### config.mk
export PLATFORM = sky130hd
export DESIGN_NAME = cpu_return_trap_alu_ops
export DESIGN_NICKNAME = d
export VERILOG_FILES = /design/src/cpu_exec_pkg.sv /design/src/cpu_return_trap_alu_ops.sv /design/src/cpu_alu_unit.sv
export SDC_FILE = /design/constraint.sdc
export NUM_CORES = 1
export LEC_CHECK = 0
export BUFFER_PORTS_ARGS = -buffer_cell sky130_fd_sc_hd__buf_4
export CAP_MARGIN = 20
export CORE_MARGIN = 5
export CORE_UTILIZATION = 30
export CTS_CLUSTER_DIAMETER = 100
export DETAILED_ROUTE_END_ITERATION = 12
export PLACE_DENSITY_LB_ADDON = 0.3
export SETUP_SLACK_MARGIN = 0.2
export SLEW_MARGIN = 40
export SYNTH_ARGS = -nofsm -noshare
export SYNTH_HDL_FRONTEND = slang
export SYNTH_SLANG_ARGS = --single-unit
### constraint.sdc
create_clock -name clk_sys_i -period 3.8 [get_ports clk_sys_i]
set_input_delay 0.76 -clock clk_sys_i [delete_from_list [all_inputs] [get_ports clk_sys_i]]
set_output_delay 0.76 -clock clk_sys_i [all_outputs]
set_load 0.05 [all_outputs]
### src/cpu_exec_pkg.sv
// Purpose: shared constants for the return, trap and alu execution block
// Assumes: 8-bit datapath, 16-bit program counter, 4-bit bank selection
// Notes:   operation codes are a local encoding of the decoded instruction
package cpu_exec_pkg;
	typedef enum logic [3:0] {
		OP_NONE,
		OP_FLAG_POP,
		OP_COND_POP,
		OP_UNCOND_POP,
		OP_ROT_RIGHT,
		OP_SHIFT_LEFT,
		OP_SHIFT_RIGHT,
		OP_SUB_BORROW,
		OP_SUB_IMM,
		OP_SUB_ACC,
		OP_XOR_IMM,
		OP_TRAP
	} op_type;

	// interrupt-enable action codes
	localparam logic [1:0] GIE_KEEP    = 2'h0;
	localparam logic [1:0] GIE_RESTORE = 2'h1;
	localparam logic [1:0] GIE_SET     = 2'h2;
	localparam logic [1:0] GIE_CLEAR   = 2'h3;

	// flag vector positions (n v c z, msb first)
	localparam int FLAG_Z = 0;
	localparam int FLAG_C = 1;
	localparam int FLAG_V = 2;
	localparam int FLAG_N = 3;

	// hardware vectors simulated by trap
	localparam logic [5:0] VEC_NMI     = 6'h1C;
	localparam logic [5:0] VEC_RX_GRP  = 6'h04;
	localparam logic [5:0] VEC_TX_EMPT = 6'h08;
	localparam logic [5:0] VEC_12_SRC  = 6'h0C;
	localparam logic [5:0] VEC_HOST    = 6'h10;
	localparam logic [5:0] VEC_TIMER   = 6'h14;

	// processor states per return outcome
	localparam logic [1:0] STATES_FALSE = 2'h2;
	localparam logic [1:0] STATES_TRUE  = 2'h3;

	// reset values
	localparam logic [15:0] PC_RESET    = 16'h0000;
	localparam logic [3:0]  FLAGS_RESET = 4'h0;
	localparam logic [3:0]  BANK_RESET  = 4'h0;

	// stack frame width: pc + gie + flags + bank
	localparam int FRAME_W = 25;
endpackage : cpu_exec_pkg

### src/cpu_return_trap_alu_ops.sv
// Purpose: executes returns, trap and shift/subtract/xor instructions
// Assumes: decoded instruction arrives as a one-cycle start pulse
// Notes:   address stack pop data supplied by the stack owner, push data built here
// Functional notes
// (RULE1) flag-conditional return acts only when selected flag equals state bit
// (RULE2) interrupt-enable action: 0 keep, 1 restore, 2 set, 3 clear
// (RULE3) context restore reloads n z c v and bank selection from stack
// (RULE4) condition codes test one flag for either polarity
// (RULE5) selector 0-3 picks z c v n, 4-7 picks transceiver status flags
// (RULE6) unconditional return always pops stack into program counter
// (RULE7) rotate right 0-7, last wrapped bit to carry, n z updated
// (RULE8) shift left 0-7 with zero fill, carry is last bit out
// (RULE9) shift right 0-7 with zero fill, carry is last bit out
// (RULE10) subtract with borrow: source minus accumulator minus carry
// (RULE11) immediate subtract on r0-r15 writes back, updates n z c v
// (RULE12) accumulator subtract: source minus accumulator, n z c v
// (RULE13) accumulator is the one chosen by current bank selection
// (RULE14) trap pushes pc, interrupt enable, flags and bank selection; code pushes stack_top_i[15:0] in place of pc
// (RULE15) trap target is vector base concatenated with zero-extended vector
// (RULE16) trap clears interrupt enable when operand is 1, flags untouched
// (RULE17) hardware sources use vectors 28, 4, 8, 12, 16, 20
// (RULE18) immediate xor on r0-r15 writes back, updates n and z only
// (RULE19) conditional return takes two states false, three states true
// (RULE20) flags not affected by an instruction keep their value
`timescale 1ns/100ps
`default_nettype none
module cpu_return_trap_alu_ops (
	// clock and reset
	input  wire logic                 clk_sys_i,
	input  wire logic                 reset_n_i,
	// decoded instruction
	input  wire logic                 start_i,
	input  wire cpu_exec_pkg::op_type op_i,
	input  wire logic [2:0]           flag_sel_i,
	input  wire logic                 state_bit_i,
	input  wire logic [1:0]           gie_action_i,
	input  wire logic                 context_restore_sel_i,
	input  wire logic                 trap_gie_clr_i,
	input  wire logic [5:0]           vector_i,
	input  wire logic [2:0]           amount_i,
	input  wire logic [7:0]           imm_i,
	input  wire logic [7:0]           src_data_i,
	input  wire logic [4:0]           dest_sel_i,
	input  wire logic                 dest_mem_i,
	// accumulators by bank
	input  wire logic [7:0]           acc_main_i,
	input  wire logic [7:0]           acc_alt_i,
	// transceiver status (same clock)
	input  wire logic                 receiver_active_flag_i,
	input  wire logic                 rx_fault_flag_i,
	input  wire logic                 data_available_flag_i,
	input  wire logic                 tx_fifo_full_flag_i,
	// vector base and hardware interrupt sources
	input  wire logic [7:0]           vector_base_reg_i,
	input  wire logic                 nmi_irq_i,
	input  wire logic                 receiver_irq_group_i,
	input  wire logic                 tx_fifo_empty_irq_i,
	input  wire logic                 vector_12_source_i,
	input  wire logic                 host_bus_irq_i,
	input  wire logic                 timer_expiry_irq_i,
	// address stack top
	input  wire logic [24:0]          stack_top_i,
	// results
	output logic                      busy_o,
	output logic                      done_o,
	output logic [15:0]               pc_o,
	output logic                      pc_load_o,
	output logic                      global_irq_enable_o,
	output logic [3:0]                alu_flag_reg_o,
	output logic [3:0]                bank_sel_o,
	output logic                      stack_push_o,
	output logic                      stack_pop_o,
	output logic [24:0]               stack_push_data_o,
	output logic                      reg_we_o,
	output logic                      mem_we_o,
	output logic [4:0]                wr_addr_o,
	output logic [7:0]                wr_data_o,
	output logic                      hw_vec_valid_o,
	output logic [5:0]                hw_vec_o
);
	typedef enum logic [1:0] {S_IDLE, S_STATE2, S_STATE3} phase_type;

	phase_type              phase_r;
	logic                   taken_r;
	logic [1:0]             gie_act_r;
	logic                   restore_r;
	logic                   tested_flag;
	logic                   cond_ok;
	logic                   is_pop;
	logic [7:0]             acc_active;
	logic [7:0]             alu_opnd;
	logic [7:0]             alu_res;
	logic [3:0]             alu_flags;
	logic [15:0]            trap_target;
	logic                   is_alu;

	// flag selector decode
	function automatic logic sel_flag(input logic [2:0] sel, input logic [3:0] fl,
	                                  input logic ra, input logic re,
	                                  input logic data_available_flag, input logic tx_fifo_full_flag);
		logic r;
		r = 1'b0;
		unique case (sel)
			3'h0: r = fl[cpu_exec_pkg::FLAG_Z];
			3'h1: r = fl[cpu_exec_pkg::FLAG_C];
			3'h2: r = fl[cpu_exec_pkg::FLAG_V];
			3'h3: r = fl[cpu_exec_pkg::FLAG_N];
			3'h4: r = ra;
			3'h5: r = re;
			3'h6: r = data_available_flag;
			3'h7: r = tx_fifo_full_flag;
		endcase
		return r;
	endfunction : sel_flag

	assign tested_flag = sel_flag(flag_sel_i, alu_flag_reg_o, receiver_active_flag_i,
	                              rx_fault_flag_i, data_available_flag_i,
	                              tx_fifo_full_flag_i); // RULE5
	assign cond_ok     = (op_i == cpu_exec_pkg::OP_UNCOND_POP) ||
	                     (tested_flag == state_bit_i); // RULE1 RULE4
	assign is_pop      = (op_i == cpu_exec_pkg::OP_FLAG_POP) ||
	                     (op_i == cpu_exec_pkg::OP_COND_POP) ||
	                     (op_i == cpu_exec_pkg::OP_UNCOND_POP);
	assign acc_active  = bank_sel_o[0] ? acc_alt_i : acc_main_i; // RULE13
	assign alu_opnd    = (op_i == cpu_exec_pkg::OP_SUB_IMM ||
	                      op_i == cpu_exec_pkg::OP_XOR_IMM) ? imm_i : acc_active;
	assign trap_target = {vector_base_reg_i, 2'b00, vector_i}; // RULE15
	assign is_alu      = op_i inside {cpu_exec_pkg::OP_ROT_RIGHT,
	                                  cpu_exec_pkg::OP_SHIFT_LEFT,
	                                  cpu_exec_pkg::OP_SHIFT_RIGHT,
	                                  cpu_exec_pkg::OP_SUB_BORROW,
	                                  cpu_exec_pkg::OP_SUB_IMM,
	                                  cpu_exec_pkg::OP_SUB_ACC,
	                                  cpu_exec_pkg::OP_XOR_IMM};

	cpu_alu_unit u_alu (
		.op_i     (op_i),
		.amount_i (amount_i),
		.src_i    (src_data_i),
		.opnd_i   (alu_opnd),
		.flags_i  (alu_flag_reg_o),
		.result_o (alu_res),
		.flags_o  (alu_flags)
	);

	// instruction sequencing
	always_ff @(posedge clk_sys_i or negedge reset_n_i) begin
		if (!reset_n_i) begin
			phase_r   <= S_IDLE;
			taken_r   <= 1'b0;
			gie_act_r <= cpu_exec_pkg::GIE_KEEP;
			restore_r <= 1'b0;
			busy_o    <= 1'b0;
			done_o    <= 1'b0;
		end else begin
			done_o <= 1'b0;
			unique case (phase_r)
				S_IDLE: begin
					if (start_i) begin
						phase_r   <= S_STATE2;
						busy_o    <= 1'b1;
						taken_r   <= is_pop && cond_ok;
						gie_act_r <= gie_action_i;
						restore_r <= context_restore_sel_i;
					end
				end
				S_STATE2: begin
					if (taken_r && op_i != cpu_exec_pkg::OP_UNCOND_POP) begin
						phase_r <= S_STATE3; // RULE19
					end else begin
						phase_r <= S_IDLE;
						busy_o  <= 1'b0;
						done_o  <= 1'b1;
					end
				end
				S_STATE3: begin
					phase_r <= S_IDLE;
					busy_o  <= 1'b0;
					done_o  <= 1'b1;
				end
				default: begin
					phase_r <= S_IDLE;
				end
			endcase
		end
	end

	// program counter and stack strobes
	always_ff @(posedge clk_sys_i or negedge reset_n_i) begin
		if (!reset_n_i) begin
			pc_o              <= cpu_exec_pkg::PC_RESET;
			pc_load_o         <= 1'b0;
			stack_pop_o       <= 1'b0;
			stack_push_o      <= 1'b0;
			stack_push_data_o <= '0;
		end else begin
			pc_load_o    <= 1'b0;
			stack_pop_o  <= 1'b0;
			stack_push_o <= 1'b0;
			if (start_i && phase_r == S_IDLE) begin
				if (is_pop && cond_ok) begin
					pc_o        <= stack_top_i[15:0]; // RULE6
					pc_load_o   <= 1'b1;
					stack_pop_o <= 1'b1;
				end else if (op_i == cpu_exec_pkg::OP_TRAP) begin
					stack_push_data_o <= {bank_sel_o, alu_flag_reg_o,
					                      global_irq_enable_o, stack_top_i[15:0]}; // RULE14
					stack_push_o      <= 1'b1;
					pc_o              <= trap_target;
					pc_load_o         <= 1'b1;
				end
			end
		end
	end

	// interrupt enable
	always_ff @(posedge clk_sys_i or negedge reset_n_i) begin
		if (!reset_n_i) begin
			global_irq_enable_o <= 1'b0;
		end else if (start_i && phase_r == S_IDLE) begin
			if (is_pop && cond_ok) begin
				unique case (gie_action_i) // RULE2
					cpu_exec_pkg::GIE_KEEP:    global_irq_enable_o <= global_irq_enable_o;
					cpu_exec_pkg::GIE_RESTORE: global_irq_enable_o <= stack_top_i[16];
					cpu_exec_pkg::GIE_SET:     global_irq_enable_o <= 1'b1;
					cpu_exec_pkg::GIE_CLEAR:   global_irq_enable_o <= 1'b0;
				endcase
			end else if (op_i == cpu_exec_pkg::OP_TRAP && trap_gie_clr_i) begin
				global_irq_enable_o <= 1'b0; // RULE16
			end
		end
	end

	// flags and bank selection
	always_ff @(posedge clk_sys_i or negedge reset_n_i) begin
		if (!reset_n_i) begin
			alu_flag_reg_o <= cpu_exec_pkg::FLAGS_RESET;
			bank_sel_o     <= cpu_exec_pkg::BANK_RESET;
		end else if (start_i && phase_r == S_IDLE) begin
			if (is_pop && cond_ok && context_restore_sel_i) begin
				alu_flag_reg_o <= stack_top_i[20:17]; // RULE3
				bank_sel_o     <= stack_top_i[24:21];
			end else if (is_alu) begin
				alu_flag_reg_o <= alu_flags; // RULE20
			end
		end
	end

	// result write-back
	always_ff @(posedge clk_sys_i or negedge reset_n_i) begin
		if (!reset_n_i) begin
			reg_we_o  <= 1'b0;
			mem_we_o  <= 1'b0;
			wr_addr_o <= 5'h00;
			wr_data_o <= 8'h00;
		end else begin
			reg_we_o <= 1'b0;
			mem_we_o <= 1'b0;
			if (start_i && phase_r == S_IDLE && is_alu) begin
				wr_data_o <= alu_res;
				if (op_i == cpu_exec_pkg::OP_SUB_IMM || op_i == cpu_exec_pkg::OP_XOR_IMM) begin
					wr_addr_o <= {1'b0, dest_sel_i[3:0]}; // RULE11 RULE18
					reg_we_o  <= 1'b1;
				end else begin
					wr_addr_o <= dest_sel_i;
					mem_we_o  <= dest_mem_i && (op_i == cpu_exec_pkg::OP_SUB_BORROW ||
					                            op_i == cpu_exec_pkg::OP_SUB_ACC);
					reg_we_o  <= !(dest_mem_i && (op_i == cpu_exec_pkg::OP_SUB_BORROW ||
					                              op_i == cpu_exec_pkg::OP_SUB_ACC));
				end
			end
		end
	end

	// hardware vector priority
	always_ff @(posedge clk_sys_i or negedge reset_n_i) begin
		if (!reset_n_i) begin
			hw_vec_valid_o <= 1'b0;
			hw_vec_o       <= 6'h00;
		end else begin
			hw_vec_valid_o <= nmi_irq_i | receiver_irq_group_i | tx_fifo_empty_irq_i |
			                  vector_12_source_i | host_bus_irq_i | timer_expiry_irq_i;
			if (nmi_irq_i)                 hw_vec_o <= cpu_exec_pkg::VEC_NMI; // RULE17
			else if (receiver_irq_group_i) hw_vec_o <= cpu_exec_pkg::VEC_RX_GRP;
			else if (tx_fifo_empty_irq_i)  hw_vec_o <= cpu_exec_pkg::VEC_TX_EMPT;
			else if (vector_12_source_i)   hw_vec_o <= cpu_exec_pkg::VEC_12_SRC;
			else if (host_bus_irq_i)       hw_vec_o <= cpu_exec_pkg::VEC_HOST;
			else if (timer_expiry_irq_i)   hw_vec_o <= cpu_exec_pkg::VEC_TIMER;
		end
	end

	// checks
	a_pop_needs_cond: assert property (@(posedge clk_sys_i) disable iff (!reset_n_i)
		stack_pop_o |-> $past(cond_ok)) else $error("pop without condition"); // RULE1
	a_gie_set_act: assert property (@(posedge clk_sys_i) disable iff (!reset_n_i)
		(start_i && phase_r == S_IDLE && is_pop && cond_ok && gie_action_i == 2'h2)
		|=> global_irq_enable_o) else $error("gie not set"); // RULE2
	a_restore_flags: assert property (@(posedge clk_sys_i) disable iff (!reset_n_i)
		(start_i && phase_r == S_IDLE && is_pop && cond_ok && context_restore_sel_i)
		|=> alu_flag_reg_o == $past(stack_top_i[20:17])) else $error("flags not restored"); // RULE3
	a_uncond_pops: assert property (@(posedge clk_sys_i) disable iff (!reset_n_i)
		(start_i && phase_r == S_IDLE && op_i == cpu_exec_pkg::OP_UNCOND_POP)
		|=> stack_pop_o && pc_load_o) else $error("return did not pop"); // RULE6
	a_trap_target: assert property (@(posedge clk_sys_i) disable iff (!reset_n_i)
		(start_i && phase_r == S_IDLE && op_i == cpu_exec_pkg::OP_TRAP)
		|=> stack_push_o && pc_o[15:8] == $past(vector_base_reg_i)
		    && pc_o[7:6] == 2'b00) else $error("trap target wrong"); // RULE15
	a_trap_no_flags: assert property (@(posedge clk_sys_i) disable iff (!reset_n_i)
		(start_i && phase_r == S_IDLE && op_i == cpu_exec_pkg::OP_TRAP)
		|=> $stable(alu_flag_reg_o)) else $error("trap changed flags"); // RULE16
	a_true_three: assert property (@(posedge clk_sys_i) disable iff (!reset_n_i)
		(start_i && phase_r == S_IDLE && is_pop && cond_ok &&
		 op_i != cpu_exec_pkg::OP_UNCOND_POP)
		|=> !done_o ##1 !done_o ##1 done_o) else $error("true return not 3 states"); // RULE19
	a_false_two: assert property (@(posedge clk_sys_i) disable iff (!reset_n_i)
		(start_i && phase_r == S_IDLE && is_pop && !cond_ok)
		|=> !done_o ##1 done_o) else $error("false return not 2 states"); // RULE19
	a_xor_keeps_cv: assert property (@(posedge clk_sys_i) disable iff (!reset_n_i)
		(start_i && phase_r == S_IDLE && op_i == cpu_exec_pkg::OP_XOR_IMM)
		|=> alu_flag_reg_o[2:1] == $past(alu_flag_reg_o[2:1])) else $error("xor hit c/v"); // RULE18
	c_trap: cover property (@(posedge clk_sys_i) stack_push_o);
	c_pop: cover property (@(posedge clk_sys_i) stack_pop_o);
	c_write: cover property (@(posedge clk_sys_i) reg_we_o);
endmodule : cpu_return_trap_alu_ops
`default_nettype wire

### src/cpu_alu_unit.sv
// Purpose: combinational shift, rotate, subtract and xor unit
// Assumes: operands already selected by the executing block
// Notes:   flags returned as n z c v; unaffected flags pass through
`timescale 1ns/100ps
`default_nettype none
module cpu_alu_unit (
	// operation
	input  wire cpu_exec_pkg::op_type op_i,
	input  wire logic [2:0]           amount_i,
	// operands
	input  wire logic [7:0]           src_i,
	input  wire logic [7:0]           opnd_i,
	input  wire logic [3:0]           flags_i,
	// results
	output logic [7:0]                result_o,
	output logic [3:0]                flags_o
);
	logic [8:0]  diff;
	logic [15:0] dbl;
	logic [7:0]  circular_right_shift;
	logic        bor;

	always_comb begin
		flags_o  = flags_i;
		result_o = src_i;
		diff     = 9'h000;
		dbl      = {src_i, src_i} >> amount_i;
		circular_right_shift      = dbl[7:0];
		bor      = 1'b0;
		unique case (op_i)
			cpu_exec_pkg::OP_ROT_RIGHT: begin
				result_o = circular_right_shift;
				if (amount_i != 3'h0) begin
					flags_o[cpu_exec_pkg::FLAG_C] = circular_right_shift[7]; // RULE7
				end
			end
			cpu_exec_pkg::OP_SHIFT_LEFT: begin
				result_o = src_i << amount_i; // RULE8
				if (amount_i != 3'h0) begin
					flags_o[cpu_exec_pkg::FLAG_C] = src_i[3'h7 - amount_i + 3'h1];
				end
			end
			cpu_exec_pkg::OP_SHIFT_RIGHT: begin
				result_o = src_i >> amount_i; // RULE9
				if (amount_i != 3'h0) begin
					flags_o[cpu_exec_pkg::FLAG_C] = src_i[amount_i - 3'h1];
				end
			end
			cpu_exec_pkg::OP_SUB_BORROW,
			cpu_exec_pkg::OP_SUB_IMM,
			cpu_exec_pkg::OP_SUB_ACC: begin
				bor = (op_i == cpu_exec_pkg::OP_SUB_BORROW) ?
				      flags_i[cpu_exec_pkg::FLAG_C] : 1'b0; // RULE10
				diff = {1'b0, src_i} - {1'b0, opnd_i} - {8'h00, bor}; // RULE11 RULE12
				result_o = diff[7:0];
				flags_o[cpu_exec_pkg::FLAG_C] = diff[8];
				flags_o[cpu_exec_pkg::FLAG_V] = (src_i[7] ^ opnd_i[7]) & (src_i[7] ^ diff[7]);
			end
			cpu_exec_pkg::OP_XOR_IMM: begin
				result_o = src_i ^ opnd_i; // RULE18
			end
			default: begin
				result_o = src_i;
			end
		endcase
		if (op_i inside {cpu_exec_pkg::OP_ROT_RIGHT, cpu_exec_pkg::OP_SHIFT_LEFT,
		                 cpu_exec_pkg::OP_SHIFT_RIGHT, cpu_exec_pkg::OP_SUB_BORROW,
		                 cpu_exec_pkg::OP_SUB_IMM, cpu_exec_pkg::OP_SUB_ACC,
		                 cpu_exec_pkg::OP_XOR_IMM}) begin
			flags_o[cpu_exec_pkg::FLAG_N] = result_o[7]; // RULE20
			flags_o[cpu_exec_pkg::FLAG_Z] = (result_o == 8'h00);
		end
	end
endmodule : cpu_alu_unit
`default_nettype wire

==> flow_summary_export.csv, run 1 <==
group,metric,value,unit
run_status,status,"finished clean",
pwr,peakVddDrop,0.419,mV
routing,num_vias,5003,
grt,grt_pass1_wl,26600,um
worst_setup_path,crit_family,"compound AO/OA/AOI/OAI gates",
place,io_buffers,178,
worst_setup_path,slowest_delay,480,ps
worst_setup_path,path_max_fanout,10,
cts,tritoncts,"yes",
sta,timing.hold.ws,449,ps
worst_setup_path,cp_common_cell,"buf_4",
cts,clockRootBuffer,"clkbuf_16",
place,place_hpwl,13700,um
sta,clock_skew,6.35,ps
routing,wire_per_inst,18.0,um
logic_synthesis,synth_cell_type_count,66,
cts,ctsHoldBuffers,0,
worst_setup_path,crit_chain,"buf_4, nand2b_1, nor3_1, buf_4, fa_1, ha_1, o21ai_2, a31oi_1, a21oi_1, xnor2_1, a2111oi_1, o21ai_0, o31ai_1",
floorplanning,die_x,144,um
floorplanning,die_area,20900,um^2
hold_path,hold_class,"input port to asynchronous set/reset pin",
cts,clk_pin_slew,60,ps
routing,dr.pass1.iters,5,
worst_setup_path,required,4030,ps
grt,grt_remaining_overflow,0,
cts,cts_buffers,9,
routing,vias_per_cell,5.11,
sta,max_freq,287,MHz
grt,grt_pass1_vias,4876,
pwr,power.density,706,nW/um^2
cts,cts_setup_buffers,0,
worst_setup_path,cp-end-kind,"register",
logic_synthesis,avgSynthCellArea,9.63,um^2
worst_setup_path,crit_slowest_cell,"a2111oi_1",
place,dpl.cell_count,964,
sta,finalSetupViolCount,0,
sta,finalSetupTns,0,ps
cts,clockBufferDepth,2,
floorplanning,rows,49,
worst_setup_path,cp-start-kind,"input port",
floorplanning,core,17900,um^2
finish,area_growth,37.5,%
routing,post-route-drc-count,0,
worst_setup_path,arrival,3710,ps
sta,fin_crit_sh,91.5,%
logic_synthesis,ys_ff_latch,77,
finish,finalNonFillerCells,979,
place,gp_congestion,0.906,
finish,fin_util,41.6,%
sta,tightest_slew,735,ps
worst_setup_path,crit_type,"input port to register",
pwr,pwr-share-seq,26.2,%
pwr,pwr-share-clk,14.6,%
grt,antenna_found_initial,0,
logic_synthesis,synth_cells,563,
sta,hold_viol_final,0,
cts,clk-insertion-delay-late,330,ps
logic_synthesis,synth_ff_type,"dfrtp_1",
finish,design_area,7450,um^2
pwr,swShare,48.5,%
finish,layout_common_cells,"buf_4 (209), dfrtp_1 (77), nand2_1 (65)",
sta,rsz0062_at_grt,"true",
place,placed_area,7180,um^2
logic_synthesis,syn_area,5420,um^2
sta,slew-limit-headroom,51.0,%
worst_setup_path,path_buf_inv,2,
pwr,leakagePower,0.00354,uW
floorplanning,initial_core_util,30.3,%
finish,drive_gt1_share,42.5,%
floorplanning,ios,182,
pwr,p_switching,2560,uW
sta,period_minus_slack,3480,ps
cts,cts_sinks,77,
pwr,combPwrFrac,59.2,%
grt,grtUsageTotal,16.0,%
job,cap_violations,0,
floorplanning,chipHeight,144,um
routing,finalWirelength,17600,um
finish,final_common_cell,"buf_4",
logic_synthesis,yosysWarnings,0,
routing,drtIter0Drc,345,
finish,antenna_cells,0,
logic_synthesis,async_flop_share,100,%
pwr,p_int,2710,uW
sta,slew_violations,0,
logic_synthesis,synth_edf_count,0,
logic_synthesis,ys_seq_area_share,35.5,%
finish,finalNetCount,871,
routing,ant_nets,0,
grt,grt_max_degree,78,
cts,h-tree-depth,3,
[Yosys cell counts, types with 9 or more instances]
master    count  area (um^2)
clkbuf_1     30          113
o21ai_0      25          125
mux2_2       55          619
mux4_2       13          293
nor3_1       12         60.1
nand2_1      66          248
dfrtp_1      77         1930
nor2b_1       9         56.3
nand3_1      11         55.1
mux2i_1      21          210
ha_1         19          238
nand2b_1     17          106
nor2_1       29          109
inv_1        31          116
a21oi_1      32          160
mux2_4        9          135
[per-layer routing]
| metal | vias up | global-route usage (%) | part of all wire [%] |
|---|---|---|---|
| li1 | 2397 | - | - |
| met1 | 2369 | 21.9 | 43 |
| met2 | 210 | 25.8 | 48 |
| met3 | 27 | 2.78 | 6.2 |
| met4 | 0 | 5.01 | 2.6 |
| met5 | - | 0 | 0 |
[power groups by stage]
stage	clock (uW)	combinational (uW)	sequential, uW
after floorplan	0	968	2520
after global placement	0	3100	1380
after detailed placement	0	3120	1400
after CTS	801	3120	1380
after global routing	840	3290	1430
final	771	3110	1380
[metrics by stage]
stage          setup WS, ps  power [uW]
6_report                322        5260
2_1_floorplan           210        3490
4_1_cts                 361        5310
5_1_grt                 185        5560
3_5_place_dp           20.0        4510
3_3_place_gp           79.8        4480
[cells by family after synthesis]
group	Yosys count	share of synthesized area, %
xor gates and xnor gates	9	1.45
muxes	99	23.5
DFF	77	35.5
AOI/OAI and AO/OA	120	14.7
buffers and inverters	72	5.40
adders and majority gates	20	4.76
and+or+nand+nor	165	14.6
other	1	0.0692
[final timing paths]
path | start | to | slack (ps) | cells after the start
setup / recovery | op_i[3] | alu_flag_reg_o[0] | 320 | 13
hold / removal | reset_n_i | stack_push_data_o[8] | 450 | 1
setup reg to reg | bank_sel_o[0] | alu_flag_reg_o[0] | 550 | 12
hold reg to reg | wr_addr_o[4] | wr_addr_o[4] | 470 | 2
max in group asynchronous | reset_n_i | stack_push_data_o[23] | 2810 | 1
min in group clk_sys_i | wr_addr_o[4] | wr_addr_o[4] | 470 | 2
[worst reg2reg max path: cells and delay by family (launching register included)]
family / cells / cell delay, ps
compound gates: 7 / 1560
fa+ha+maj: 2 / 710
flops: 1 / 460
mux: 1 / 290
xor+xnor: 1 / 90
buf+inv: 1 / 50
[area by class of cell]
| type | count | area, um^2 |
|---|---|---|
| Sequential cell | 77 | 1930 |
| Clock buffer | 9 | 225 |
| Clock inverter | 6 | 40.0 |
| Tap cell | 229 | 287 |
| Multi-Input combinational cell | 416 | 3270 |
| Inverter | 32 | 120 |
| Timing Repair Buffer | 210 | 1580 |
| Fill cell | 1790 | 10400 |
[flip-flops by register name, indices dropped and copies added (netlist names)]
signal and cells:
alu_flag_reg_o 4, bank_sel_o 4, busy_o 1, done_o 1, global_irq_enable_o 1, hw_vec_o 3, hw_vec_valid_o 1, mem_we_o 1
pc_load_o 1, pc_o 16, phase_r 2, reg_we_o 1, stack_pop_o 1, stack_push_data_o 25, stack_push_o 1, taken_r 1
wr_addr_o 5, wr_data_o 8
[repair_timing]
action,CTS,global route
hold endpoints to repair,0,0
resized for setup,0,2
setup endpoints to repair,0,2
(Power assumes the default switching activity.)
==> run 2: changes to the inputs <==
==> constraint.sdc (replaced) <==
create_clock -name clk_sys_i -period 2.8 [get_ports clk_sys_i]
set_input_delay 0.56 -clock clk_sys_i [delete_from_list [all_inputs] [get_ports clk_sys_i]]
set_output_delay 0.56 -clock clk_sys_i [all_outputs]
set_load 0.05 [all_outputs]
==> run 2 against run 1 <==
The flow now finishes with violations (setup timing). Clock skew up 1.7 ps. Die area did not move. Critical path depth up 1. Core utilization increased by 5.1 points. Sequential share of layout area fell by 2.8 points. Worst setup slack lost 480 ps.
==> flow_summary_export.csv, run 2 (same netlist as run 1, synthesis figures left out) <==
group,metric,value,unit
run_status,status,"complete, but fails checks",
run_status,violations,"setup timing",
cts,cts_sinks,77,
finish,layout_common_cells,"buf_4 (254), dfrtp_1 (74), nand2_1 (62)",
place,placed_area,7580,um^2
floorplanning,initial_core_util,30.3,%
finish,finalNetCount,933,
pwr,peakVddDrop,0.658,mV
floorplanning,ios,182,
routing,post-route-drc-count,0,
finish,antenna_cells,0,
finish,final_common_cell,"buf_4",
worst_setup_path,r2r_start,"bank_sel_o[0]",
pwr,leakagePower,0.00394,uW
finish,area_growth,54.5,%
finish,fill_cells,1720,
sta,slew-limit-headroom,52.2,%
routing,wire_per_inst,18.0,um
worst_setup_path,cp-end-kind,"register",
finish,top_register,"stack_push_data_o",
routing,finalWirelength,18800,um
sta,worst_slack,-155,ps
finish,reg_top3,"stack_push_data_o x25, pc_o x16, wr_data_o x8",
cts,ctsHoldBuffers,0,
place,io_buffers,178,
place,place_hpwl,14600,um
routing,vias_per_cell,5.00,
pwr,power.density,952,nW/um^2
floorplanning,die_x,144,um
sta,max_freq,338,MHz
sta,slew_violations,0,
hold_path,hold_class,"input port to asynchronous set/reset pin",
routing,dr.pass1.iters,5,
pwr,total_power,7970,uW
worst_setup_path,crit_slowest_cell,"fa_1",
worst_setup_path,rr_endpoint,"alu_flag_reg_o[0]",
worst_setup_path,path_max_fanout,5,
place,post-place-ws,-690,ps
sta,period_minus_slack,2960,ps
sta,finalSetupViolCount,7,
cts,clockBufferDepth,2,
cts,tritoncts,"yes",
sta,finalSetupTns,-529,ps
worst_setup_path,slowest_delay,460,ps
floorplanning,chipHeight,144,um
worst_setup_path,r2r_cells,12,
grt,grt_pass1_vias,5233,
cts,clockRootBuffer,"clkbuf_16",
finish,fin_util,46.8,%
sta,clock_skew,8.02,ps
routing,num_vias,5208,
routing,drtIter0Drc,224,
finish,largest_reg_flops,25,
floorplanning,die_area,20900,um^2
finish,drive_gt1_share,52.8,%
cts,h-tree-depth,3,
sta,rsz0062_at_grt,"true",
place,gp_congestion,0.921,
grt,grt_pass1_wl,28100,um
grt,grtUsageTotal,17.2,%
floorplanning,rows,49,
cts,clk-insertion-delay-late,340,ps
worst_setup_path,rrSetupSlack,-140,ps
worst_setup_path,cp-start-kind,"input port",
worst_setup_path,arrival,3200,ps
grt,grt_remaining_overflow,0,
cts,cts_buffers,9,
sta,tightest_slew,717,ps
worst_setup_path,required,3050,ps
grt,antenna_found_initial,0,
routing,ant_nets,0,
worst_setup_path,crit_chain,"buf_8, nand2b_4, nor2_4, nand2_2, o21ai_2, fa_1, ha_2, o21ai_4, nor2b_4, nand3_2, a311oi_2, nor4b_2, o2111ai_1, o31ai_1",
job,cap_violations,0,
finish,design_area,8370,um^2
sta,fin_crit_sh,106,%
floorplanning,core,17900,um^2
sta,hold_viol_final,0,
cts,clk_pin_slew,60,ps
worst_setup_path,crit_type,"input port to register",
grt,grt_max_degree,78,
==> run 2: cell types whose count changed in the layout (fill, tap and decap cells not counted), sizes merged <==
cell / delta
clkbuf: +1
clkinv: -2
buf: +62
bufinv: +1
inv: +1
==> run 2: worst max-delay path, delay by kind of cell <==
| family | cells | cell delay (ps) |
|---|---|---|
| AOI/OAI and AO/OA | 5 | 950 |
| and+or+nand+nor | 6 | 910 |
| adders and majority gates | 2 | 670 |
| buffers and inverters | 1 | 100 |
==> run 2: cell type report <==
cell class	count	area, um^2	share of cell area [%]
Multi-Input combinational cell	416	3580	42.8
Timing Repair Buffer	272	2140	25.6
Sequential cell	77	1930	23.1
Tap cell	229	287	3.42
Clock buffer	10	239	2.85
Inverter	32	120	1.43
Clock inverter	6	68.8	0.822
==> run 2: stage by stage <==
step                hold slack [ps]  cells
global route                    320   1042
finish                          253   1042
CTS                             281   1040
detailed placement              469   1011
global placement                453   1011
floorplan                       264    565
==> run 2: worst max path at each step <==
stage	cells past startpoint	to	slack, ps	from
detailed placement	14	alu_flag_reg_o[0]	-690	op_i[2]
finish	14	alu_flag_reg_o[0]	-160	op_i[2]
global route	16	alu_flag_reg_o[2]	-310	op_i[2]
global placement	14	alu_flag_reg_o[0]	-560	op_i[2]
CTS	12	alu_flag_reg_o[0]	-120	bank_sel_o[0]
floorplan	17	alu_flag_reg_o[0]	-570	op_i[3]
==> run 2: what timing repair did <==
| action | in CTS | in global routing |
|---|---|---|
| cloned | 2 | 0 |
| pin swaps | 27 | 21 |
| resized for setup | 53 | 34 |
| setup endpoints to repair | 29 | 30 |
| buffers inserted | 11 | 2 |
==> run 2: per-layer routing <==
layer	track usage, %	vias to the layer above	share of wire (%)
met1	23.3	2514	42
met4	4.22	0	2.0
met2	28.3	165	50
met3	3.41	24	5.6
met5	0	-	0
li1	-	2505	-
==> run 2: report_power, final <==
group	switching (uW)	total [uW]	internal, uW
clock network	487	1210	721
registers	293	1880	1580
logic	2950	4890	1940
total	3730	7970	4250
